**config.mk**
```make
export PLATFORM = sky130hd
export DESIGN_NAME = mcu_interrupt_logic
export DESIGN_NICKNAME = d
export VERILOG_FILES = /design/src/irq_logic_pkg.sv /design/src/mcu_interrupt_logic.sv /design/src/pin_event_detect.sv
export SDC_FILE = /design/constraint.sdc
export NUM_CORES = 1
export LEC_CHECK = 0
export BUFFER_PORTS_ARGS = -buffer_cell sky130_fd_sc_hd__buf_4
export CORE_MARGIN = 10
export CORE_UTILIZATION = 53
export DETAILED_ROUTE_END_ITERATION = 12
export PLACE_DENSITY = 0.9
export SYNTH_ARGS = -nofsm -noshare
export SYNTH_HDL_FRONTEND = slang
export SYNTH_SLANG_ARGS = --single-unit
export TNS_END_PERCENT = 30
```
**constraint.sdc**
```tcl
create_clock -name ref_clk -period 2.9 [get_ports ref_clk]
set_input_delay 0.435 -clock ref_clk [delete_from_list [all_inputs] [get_ports ref_clk]]
set_output_delay 0.435 -clock ref_clk [all_outputs]
set_load 0.1 [all_outputs]
```
**src/irq_logic_pkg.sv**
```systemverilog
// Notes on behaviour
// - Nine sources: pin, timer, port, six peripherals
// - Flags set regardless of any enable bit
// - Global enable bit 7 gates all requests
// - Enabled flag with global enable requests immediately
// - Any reset clears the global enable
// - Return from interrupt sets global enable again
// - Taking interrupt clears enable, pushes, vectors 0004h
// - Peripheral flags/enables separate, group enable gates
// - Pin, port, timer bits live in control register
// - External events vector within three or four cycles
// - Pin edge chosen by option bit 6
// - Control bit 4 masks the pin flag
// - Enabled pin interrupt wakes from sleep
// - Timer wrap sets bit 2, enable bit 5
// - Port pins 7:4 change sets bit 0
// - Only return address is saved on entry
// - Enabled interrupt wakes regardless of global enable
package irq_logic_pkg;

   // ****************************************
   // Register map (byte offsets on the bus)
   // ****************************************
   localparam logic [4:0] OFS_CONTROL = 5'h00;
   localparam logic [4:0] OFS_PFLAG = 5'h04;
   localparam logic [4:0] OFS_PENABLE = 5'h08;
   localparam logic [4:0] OFS_OPTION = 5'h0C;
   localparam logic [4:0] OFS_STATUS = 5'h10;

   // ****************************************
   // Control register fields and option edge select bit
   // ****************************************
   localparam int B_GLOBAL_EN = 7;
   localparam int B_PERIPH_EN = 6;
   localparam int B_TIMER_EN = 5;
   localparam int B_EXT_EN = 4;
   localparam int B_PORT_EN = 3;
   localparam int B_TIMER_FLAG = 2;
   localparam int B_EXT_FLAG = 1;
   localparam int B_PORT_FLAG = 0;
   localparam int B_EDGE_SEL = 6;

   // Peripheral flag / enable positions
   localparam int P_TIMER2_OVF = 0;
   localparam int P_TIMER3_MATCH = 1;
   localparam int P_CAPTURE = 2;
   localparam int P_SERIAL = 3;
   localparam int P_DISPLAY = 4;
   localparam int P_CONVERTER = 6;
   localparam logic [7:0] PERIPH_MASK = 8'h5F;
   localparam logic [7:0] NO_CONV_MASK = 8'h1F;

   // ****************************************
   // Reset values and timing
   // ****************************************
   localparam logic [7:0] CONTROL_RST = 8'h00;
   localparam logic [7:0] PERIPH_RST = 8'h00;
   localparam logic [7:0] OPTION_RST = 8'hFF;
   localparam logic [12:0] VECTOR_ADDR = 13'h0004;
   localparam int CLKS_PER_INSTR = 4;

   typedef enum logic [1:0] {
      ST_IDLE = 2'b00,
      ST_SYNC = 2'b01,
      ST_TAKE = 2'b11
   } dispatch_st_t;

   typedef struct packed {
      logic vector_take;
      logic push_return;
      logic [12:0] vector_addr;
   } core_cmd_t;

   typedef struct packed {
      logic timer_wrap;
      logic [5:0] periph;
   } src_events_t;

endpackage : irq_logic_pkg

```
**src/mcu_interrupt_logic.sv**
```systemverilog
// Local design decisions: the placing of the registers and the Wishbone slave port.
`timescale 1ns/1ns
`default_nettype none
module mcu_interrupt_logic #(
   parameter bit HAS_CONVERTER = 1'b1,
   parameter int INSTR_DIV = irq_logic_pkg::CLKS_PER_INSTR
) (
   input wire logic ref_clk,
   input wire logic rst,
   // Wishbone slave
   input wire logic cyc_i,
   input wire logic stb_i,
   input wire logic we_i,
   input wire logic [4:0] adr_i,
   input wire logic [3:0] sel_i,
   input wire logic [31:0] dat_i,
   output logic [31:0] dat_o,
   output logic ack_o,
   // Sources
   input wire logic ext_irq_pin,
   input wire logic [3:0] port_hi_pins,
   input wire irq_logic_pkg::src_events_t events,
   // Core side
   input wire logic core_sleeping,
   input wire logic return_from_interrupt,
   output logic irq_req,
   output logic wake_req,
   output irq_logic_pkg::core_cmd_t core_cmd
);

   // The divider counter is eight bits wide and needs at least two phases
   if (INSTR_DIV < 2 || INSTR_DIV > 255)
   begin : g_bad_div
      $error("INSTR_DIV out of range");
   end

   // ****************************************
   // Registers
   // ****************************************
   logic [7:0] ctrl_q, ctrl_d;
   logic [7:0] pflag_q, pflag_d;
   logic [7:0] pen_q;
   logic [7:0] option_q;
   logic ack_q;
   logic [31:0] rdata_q;
   logic [7:0] div_q;
   logic instr_tick;
   irq_logic_pkg::dispatch_st_t st_q;
   irq_logic_pkg::core_cmd_t cmd_q;
   logic ext_edge, port_change;
   logic core_pending, periph_pending;
   logic take;
   logic [7:0] pmask;

   function automatic logic wr_hit(input logic [4:0] ofs);
      wr_hit = cyc_i & stb_i & we_i & ~ack_q & sel_i[0] & (adr_i == ofs);
   endfunction : wr_hit

   assign pmask = HAS_CONVERTER ? irq_logic_pkg::PERIPH_MASK
                                : irq_logic_pkg::NO_CONV_MASK;

   pin_event_detect #(.WIDTH(4)) u_detect (
      .ref_clk(ref_clk),
      .rst(rst),
      .ext_pin(ext_irq_pin),
      .edge_rising(option_q[irq_logic_pkg::B_EDGE_SEL]),
      .port_pins(port_hi_pins),
      .ext_edge(ext_edge),
      .port_change(port_change)
   );

   // ****************************************
   // Instruction-cycle divider
   // ****************************************
   always_ff @(posedge ref_clk or posedge rst)
   begin
      if (rst)
         div_q <= 8'h00;
      else if (instr_tick)
         div_q <= 8'h00;
      else
         div_q <= div_q + 8'h01;
   end
   assign instr_tick = (div_q == 8'(INSTR_DIV - 1));

   // ****************************************
   // Control register: flags, enables, global enable
   // ****************************************
   always_comb
   begin
      ctrl_d = ctrl_q;
      if (wr_hit(irq_logic_pkg::OFS_CONTROL))
         ctrl_d = dat_i[7:0];
      // Events OR in after the write so a clear never loses one
      ctrl_d[irq_logic_pkg::B_EXT_FLAG] =
         ctrl_d[irq_logic_pkg::B_EXT_FLAG] | ext_edge;
      ctrl_d[irq_logic_pkg::B_TIMER_FLAG] =
         ctrl_d[irq_logic_pkg::B_TIMER_FLAG] | events.timer_wrap;
      ctrl_d[irq_logic_pkg::B_PORT_FLAG] =
         ctrl_d[irq_logic_pkg::B_PORT_FLAG] | port_change;
      if (return_from_interrupt)
         ctrl_d[irq_logic_pkg::B_GLOBAL_EN] = 1'b1;
      if (take)
         ctrl_d[irq_logic_pkg::B_GLOBAL_EN] = 1'b0;
   end

   always_ff @(posedge ref_clk or posedge rst)
   begin
      if (rst)
         ctrl_q <= irq_logic_pkg::CONTROL_RST;
      else
         ctrl_q <= ctrl_d;
   end

   // ****************************************
   // Peripheral flag and enable registers, option register
   // ****************************************
   always_comb
   begin
      pflag_d = pflag_q;
      if (wr_hit(irq_logic_pkg::OFS_PFLAG))
         pflag_d = dat_i[7:0];
      pflag_d[irq_logic_pkg::P_TIMER2_OVF] =
         pflag_d[irq_logic_pkg::P_TIMER2_OVF] | events.periph[0];
      pflag_d[irq_logic_pkg::P_TIMER3_MATCH] =
         pflag_d[irq_logic_pkg::P_TIMER3_MATCH] | events.periph[1];
      pflag_d[irq_logic_pkg::P_CAPTURE] = pflag_d[irq_logic_pkg::P_CAPTURE] | events.periph[2];
      pflag_d[irq_logic_pkg::P_SERIAL] = pflag_d[irq_logic_pkg::P_SERIAL] | events.periph[3];
      pflag_d[irq_logic_pkg::P_DISPLAY] = pflag_d[irq_logic_pkg::P_DISPLAY] | events.periph[4];
      pflag_d[irq_logic_pkg::P_CONVERTER] =
         pflag_d[irq_logic_pkg::P_CONVERTER] | events.periph[5];
      pflag_d = pflag_d & pmask;
   end

   always_ff @(posedge ref_clk or posedge rst)
   begin
      if (rst)
         pflag_q <= irq_logic_pkg::PERIPH_RST;
      else
         pflag_q <= pflag_d;
   end

   always_ff @(posedge ref_clk or posedge rst)
   begin
      if (rst)
         pen_q <= irq_logic_pkg::PERIPH_RST;
      else if (wr_hit(irq_logic_pkg::OFS_PENABLE))
         pen_q <= dat_i[7:0] & pmask;
   end

   always_ff @(posedge ref_clk or posedge rst)
   begin
      if (rst)
         option_q <= irq_logic_pkg::OPTION_RST;
      else if (wr_hit(irq_logic_pkg::OFS_OPTION))
         option_q <= dat_i[7:0];
   end

   // ****************************************
   // Request, wake and dispatch
   // ****************************************
   always_comb
   begin
      core_pending = (ctrl_q[irq_logic_pkg::B_EXT_FLAG] & ctrl_q[irq_logic_pkg::B_EXT_EN])
         | (ctrl_q[irq_logic_pkg::B_TIMER_FLAG] & ctrl_q[irq_logic_pkg::B_TIMER_EN])
         | (ctrl_q[irq_logic_pkg::B_PORT_FLAG] & ctrl_q[irq_logic_pkg::B_PORT_EN]);
      periph_pending = ctrl_q[irq_logic_pkg::B_PERIPH_EN] & (|(pflag_q & pen_q));
      irq_req = ctrl_q[irq_logic_pkg::B_GLOBAL_EN]
         & (core_pending | periph_pending);
      // Wake ignores the global enable; core decides on vectoring after
      wake_req = core_sleeping & (core_pending | periph_pending);
   end

   // Dispatch aligns to instruction boundaries so latency does not
   // depend on the instruction length in progress
   assign take = (st_q == irq_logic_pkg::ST_TAKE) & instr_tick;

   always_ff @(posedge ref_clk or posedge rst)
   begin
      if (rst)
         st_q <= irq_logic_pkg::ST_IDLE;
      else if (instr_tick)
      begin
         case (st_q)
            irq_logic_pkg::ST_IDLE:
               if (irq_req && !core_sleeping)
                  st_q <= irq_logic_pkg::ST_SYNC;
            irq_logic_pkg::ST_SYNC:
               st_q <= irq_req ? irq_logic_pkg::ST_TAKE : irq_logic_pkg::ST_IDLE;
            irq_logic_pkg::ST_TAKE:
               st_q <= irq_logic_pkg::ST_IDLE;
            default:
               st_q <= irq_logic_pkg::ST_IDLE;
         endcase
      end
   end

   // Only the return address is pushed; no other context is saved
   always_ff @(posedge ref_clk or posedge rst)
   begin
      if (rst)
         cmd_q <= '0;
      else
      begin
         cmd_q.vector_take <= take;
         cmd_q.push_return <= take;
         cmd_q.vector_addr <= irq_logic_pkg::VECTOR_ADDR;
      end
   end
   assign core_cmd = cmd_q;

   // ****************************************
   // Wishbone slave
   // ****************************************
   always_ff @(posedge ref_clk or posedge rst)
   begin
      if (rst)
         ack_q <= 1'b0;
      else
         ack_q <= cyc_i & stb_i & ~ack_q;
   end

   always_ff @(posedge ref_clk or posedge rst)
   begin
      if (rst)
         rdata_q <= 32'h0000_0000;
      else if (cyc_i && stb_i && !ack_q)
      begin
         case (adr_i)
            irq_logic_pkg::OFS_CONTROL: rdata_q <= {24'h00_0000, ctrl_q};
            irq_logic_pkg::OFS_PFLAG: rdata_q <= {24'h00_0000, pflag_q};
            irq_logic_pkg::OFS_PENABLE: rdata_q <= {24'h00_0000, pen_q};
            irq_logic_pkg::OFS_OPTION: rdata_q <= {24'h00_0000, option_q};
            irq_logic_pkg::OFS_STATUS: rdata_q <= {28'h000_0000, wake_req, irq_req, st_q};
            default: rdata_q <= 32'h0000_0000;
         endcase
      end
   end

   assign ack_o = ack_q;
   assign dat_o = rdata_q;

endmodule : mcu_interrupt_logic
`default_nettype wire

```
**src/pin_event_detect.sv**
```systemverilog
`timescale 1ns/1ns
`default_nettype none
module pin_event_detect #(
   parameter int WIDTH = 4
) (
   input wire logic ref_clk,
   input wire logic rst,
   input wire logic ext_pin,
   input wire logic edge_rising,
   input wire logic [WIDTH-1:0] port_pins,
   output logic ext_edge,
   output logic port_change
);
   logic ext_prev_q;
   logic [WIDTH-1:0] port_prev_q;
   logic primed_q;

   // Primed flag stops a false event on the first edge after reset
   always_ff @(posedge ref_clk or posedge rst)
   begin
      if (rst)
      begin
         ext_prev_q <= 1'b0;
         port_prev_q <= '0;
         primed_q <= 1'b0;
      end
      else
      begin
         ext_prev_q <= ext_pin;
         port_prev_q <= port_pins;
         primed_q <= 1'b1;
      end
   end

   always_comb
   begin
      ext_edge = primed_q & (edge_rising ? (ext_pin & ~ext_prev_q)
                                         : (~ext_pin & ext_prev_q));
      port_change = primed_q & (|(port_pins ^ port_prev_q));
   end
endmodule : pin_event_detect
`default_nettype wire

```
==> key figures <==
Status
  • Status: finished, final reports clean

Clocking
  • PostCTS Resize Cnt: 0
  • H-tree depth: 2
  • Post-CTS Hold Fix Bufs: 0
  • Clock sink total: 54
  • Clk slew on worst S/H paths: 0.10 ns
  • Post-CTS setup buffers: 0
  • Clk_lat worst skew: 0.31 ns
  • Clock buffer depth: 2
  • CTS root buf: clkbuf_8
  • Clock buffer count from CTS: 5
  • Clock tree from TritonCTS: built

Detailed routing
  • Detailed Route WL: 6170 um
  • Met2 wire len: 3010 um
  • DRT Pass-1 Iters: 4
  • Wire length on met3: 532 um
  • Drt first-iter violations: 124
  • Routed vias: 1,941
  • Top Metal Used: met4
  • Vias per inst: 5.35
  • WL met1: 2530 um
  • Post-route ant nets: 0
  • Residual DRC: 0
  • Routed WL per cell: 17.0 um

Floorplanning
  • Die Span Y: 93.2 um
  • Core Box Area: 0.00514 mm2
  • DIE AREA: 0.00868 mm2
  • Top-level I/O count: 110
  • Die Width: 93.2 um
  • Std-Cell Rows: 26
  • Starting density of the core: 55.2%

Final layout
  • Final non-filler cell total: 363
  • Final #Nets: 353
  • Most common cell after layout, fill and taps aside: buf_4
  • Area Overhead vs Synth: 12.1%
  • Layout cells sized above 1: 31.1%
  • Final Util: 61.9%
  • Diode count: 0
  • Most frequent cells in the layout: buf_4, dfrtp_1, conb_1, mux2_2, nand2_1

Global route
  • Antenna violations before repair: 0
  • Vias in the first global route: 2,051
  • Total global routing overflow: 0
  • Pin count of the biggest net entering global routing: 55
  • GRT Overall Usage: 14.0%
  • First-pass GRT wire length: 9930 um

STA
  • Fmax: 417 MHz
  • Final Hold Viols: 0
  • Slew Limit Fails: 0
  • Fin crit period: 2.40 ns
  • Clock Skew: 0.0176 ns
  • Final setup viols: 0
  • Setup TNS Final: 0 ns
  • Rel. slew slack: 55.9%
  • RSZ-0062 raised after global routing: false
  • Period utilisation layout: 82.7%
  • Worst-margin pin slew: 0.661 ns

Synthesis
  • Area leader, netlist: dfrtp_1
  • Syn Inst Count: 246
  • Post-synthesis cell type count: 46
  • Synth top area share: 40.6%
  • Yosys reg bits: 54
  • Register area share after synthesis: 48.0%
  • Mean Syn Cell Area: 11.5 um2
  • Async SR Flop Fraction: 100%
  • Synth top area cells: dfrtp_1, buf_4, dfstp_2
  • Top_reg_cell synth: dfrtp_1
  • YS warnings: 0
  • Post-synth EDFFs: 0
  • Cell area after synthesis: 0.00284 mm2

Setup path
  • Critical path startpoint category: flip-flop
  • Setup crit end kind: output pin
  • Arr. time, crit path: 1.96 ns
  • Req. time, crit path: 2.47 ns
  • Kind of critical path: flip-flop to output pin
  • CP Max Fanout: 3

Placement
  • Detailed Place HPWL: 4840 um
  • GPL Wtd Cong: 0.895
  • Placed instance count: 355
  • IO buf count: 46

Power and ir drop
  • Cell Pwr Density: 528 mW/mm2
  • IR drop worst, VDD: 328 uV
  • Leak: 1.48 nW

Flow run
  • Max-Cap Viols: 0

Hold path
  • HP Class: input port to flip-flop
[worst max-delay path, cell delays in order, from the launching register on]
cell and delay (ns):
dfrtp_1 0.44, a222oi_1 0.41, inv_1 0.07, o21ai_0 0.33, inv_1 0.14, buf_4 0.26
[synth_stat cells, types with 6 or more instances]
cell type and number:
dfrtp_1 46, nor2b_1 10, and3_1 6, nor2_1 8, o21ai_0 9, dfstp_2 8, inv_1 8, buf_4 38
a211o_1 7, mux2_2 17, nand2_1 11
[area by class of cell]
cell class              instances  area [um2]
multi-input cells             173        1240
fillers                       418        1960
repair buffers                 50         375
flip-flops and latches         54        1360
clock buffers                   8        90.1
inverters                       8        30.0
well taps                      70        87.6
[logic make-up (layout without fill, tap and decap cells)]
group / Yosys count / in the layout / share of synthesized area (%)
AO/OA/AOI/OAI: 40 / 40 / 10.6
XOR/XNOR: 10 / 10 / 3.09
adder cells (fa/ha/maj): 1 / 1 / 0.441
buffers and inverters: 54 / 66 / 13.1
flip-flops: 54 / 54 / 48.0
multiplexers: 23 / 23 / 9.75
other: 2 / 37 / 0.265
AND/OR/NAND/NOR: 62 / 62 / 14.8
[flip-flops by register name (all words and copies together), names as in the netlist, 2 cells and up]
register	count
st_q	2
dat_o	8
div_q	8
pflag_q	6
u_detect.port_prev_q	4
pen_q	6
option_q	8
ctrl_q	8
[final timing paths]
check | to | slack [ns] | start | cells past startpoint
worst max-delay path | irq_req | 0.50 | ctrl_q[4] | 5
worst min-delay path | u_detect.port_prev_q[1] | 0.26 | port_hi_pins[1] | 1
worst max register to register | pen_q[3] | 0.80 | ack_o | 4
worst min register to register | div_q[7] | 0.48 | div_q[7] | 1
max in group asynchronous | ctrl_q[3] | 2.16 | rst | 3
min in group asynchronous | dat_o[2] | 0.31 | rst | 3
[where the power goes]
part / internal, mW / switching (mW) / leakage [nW]
combinational: 0.0844 / 0.364 / 0.787
sequential: 0.783 / 0.0234 / 0.647
clock: 0.195 / 0.229 / 0.0455
total: 1.06 / 0.616 / 1.48
[routing by layer]
layer	up-vias	global-route usage [%]
li1	893	-
met1	952	16.1
met2	80	23.7
met3	16	5.60
met4	0	3.86
met5	-	0
[through the flow]
stage	area [um2]	total power [mW]	setup WS (ns)	hold slack [ns]
global route	3180	1.73	0.364	0.243
CTS	3180	1.68	0.505	0.253
finish	3180	1.68	0.501	0.259
global placement	3090	1.26	0.664	0.459
floorplan	2970	1.22	0.711	0.438
detailed placement	3090	1.27	0.617	0.462
(Power assumes the default switching activity.)
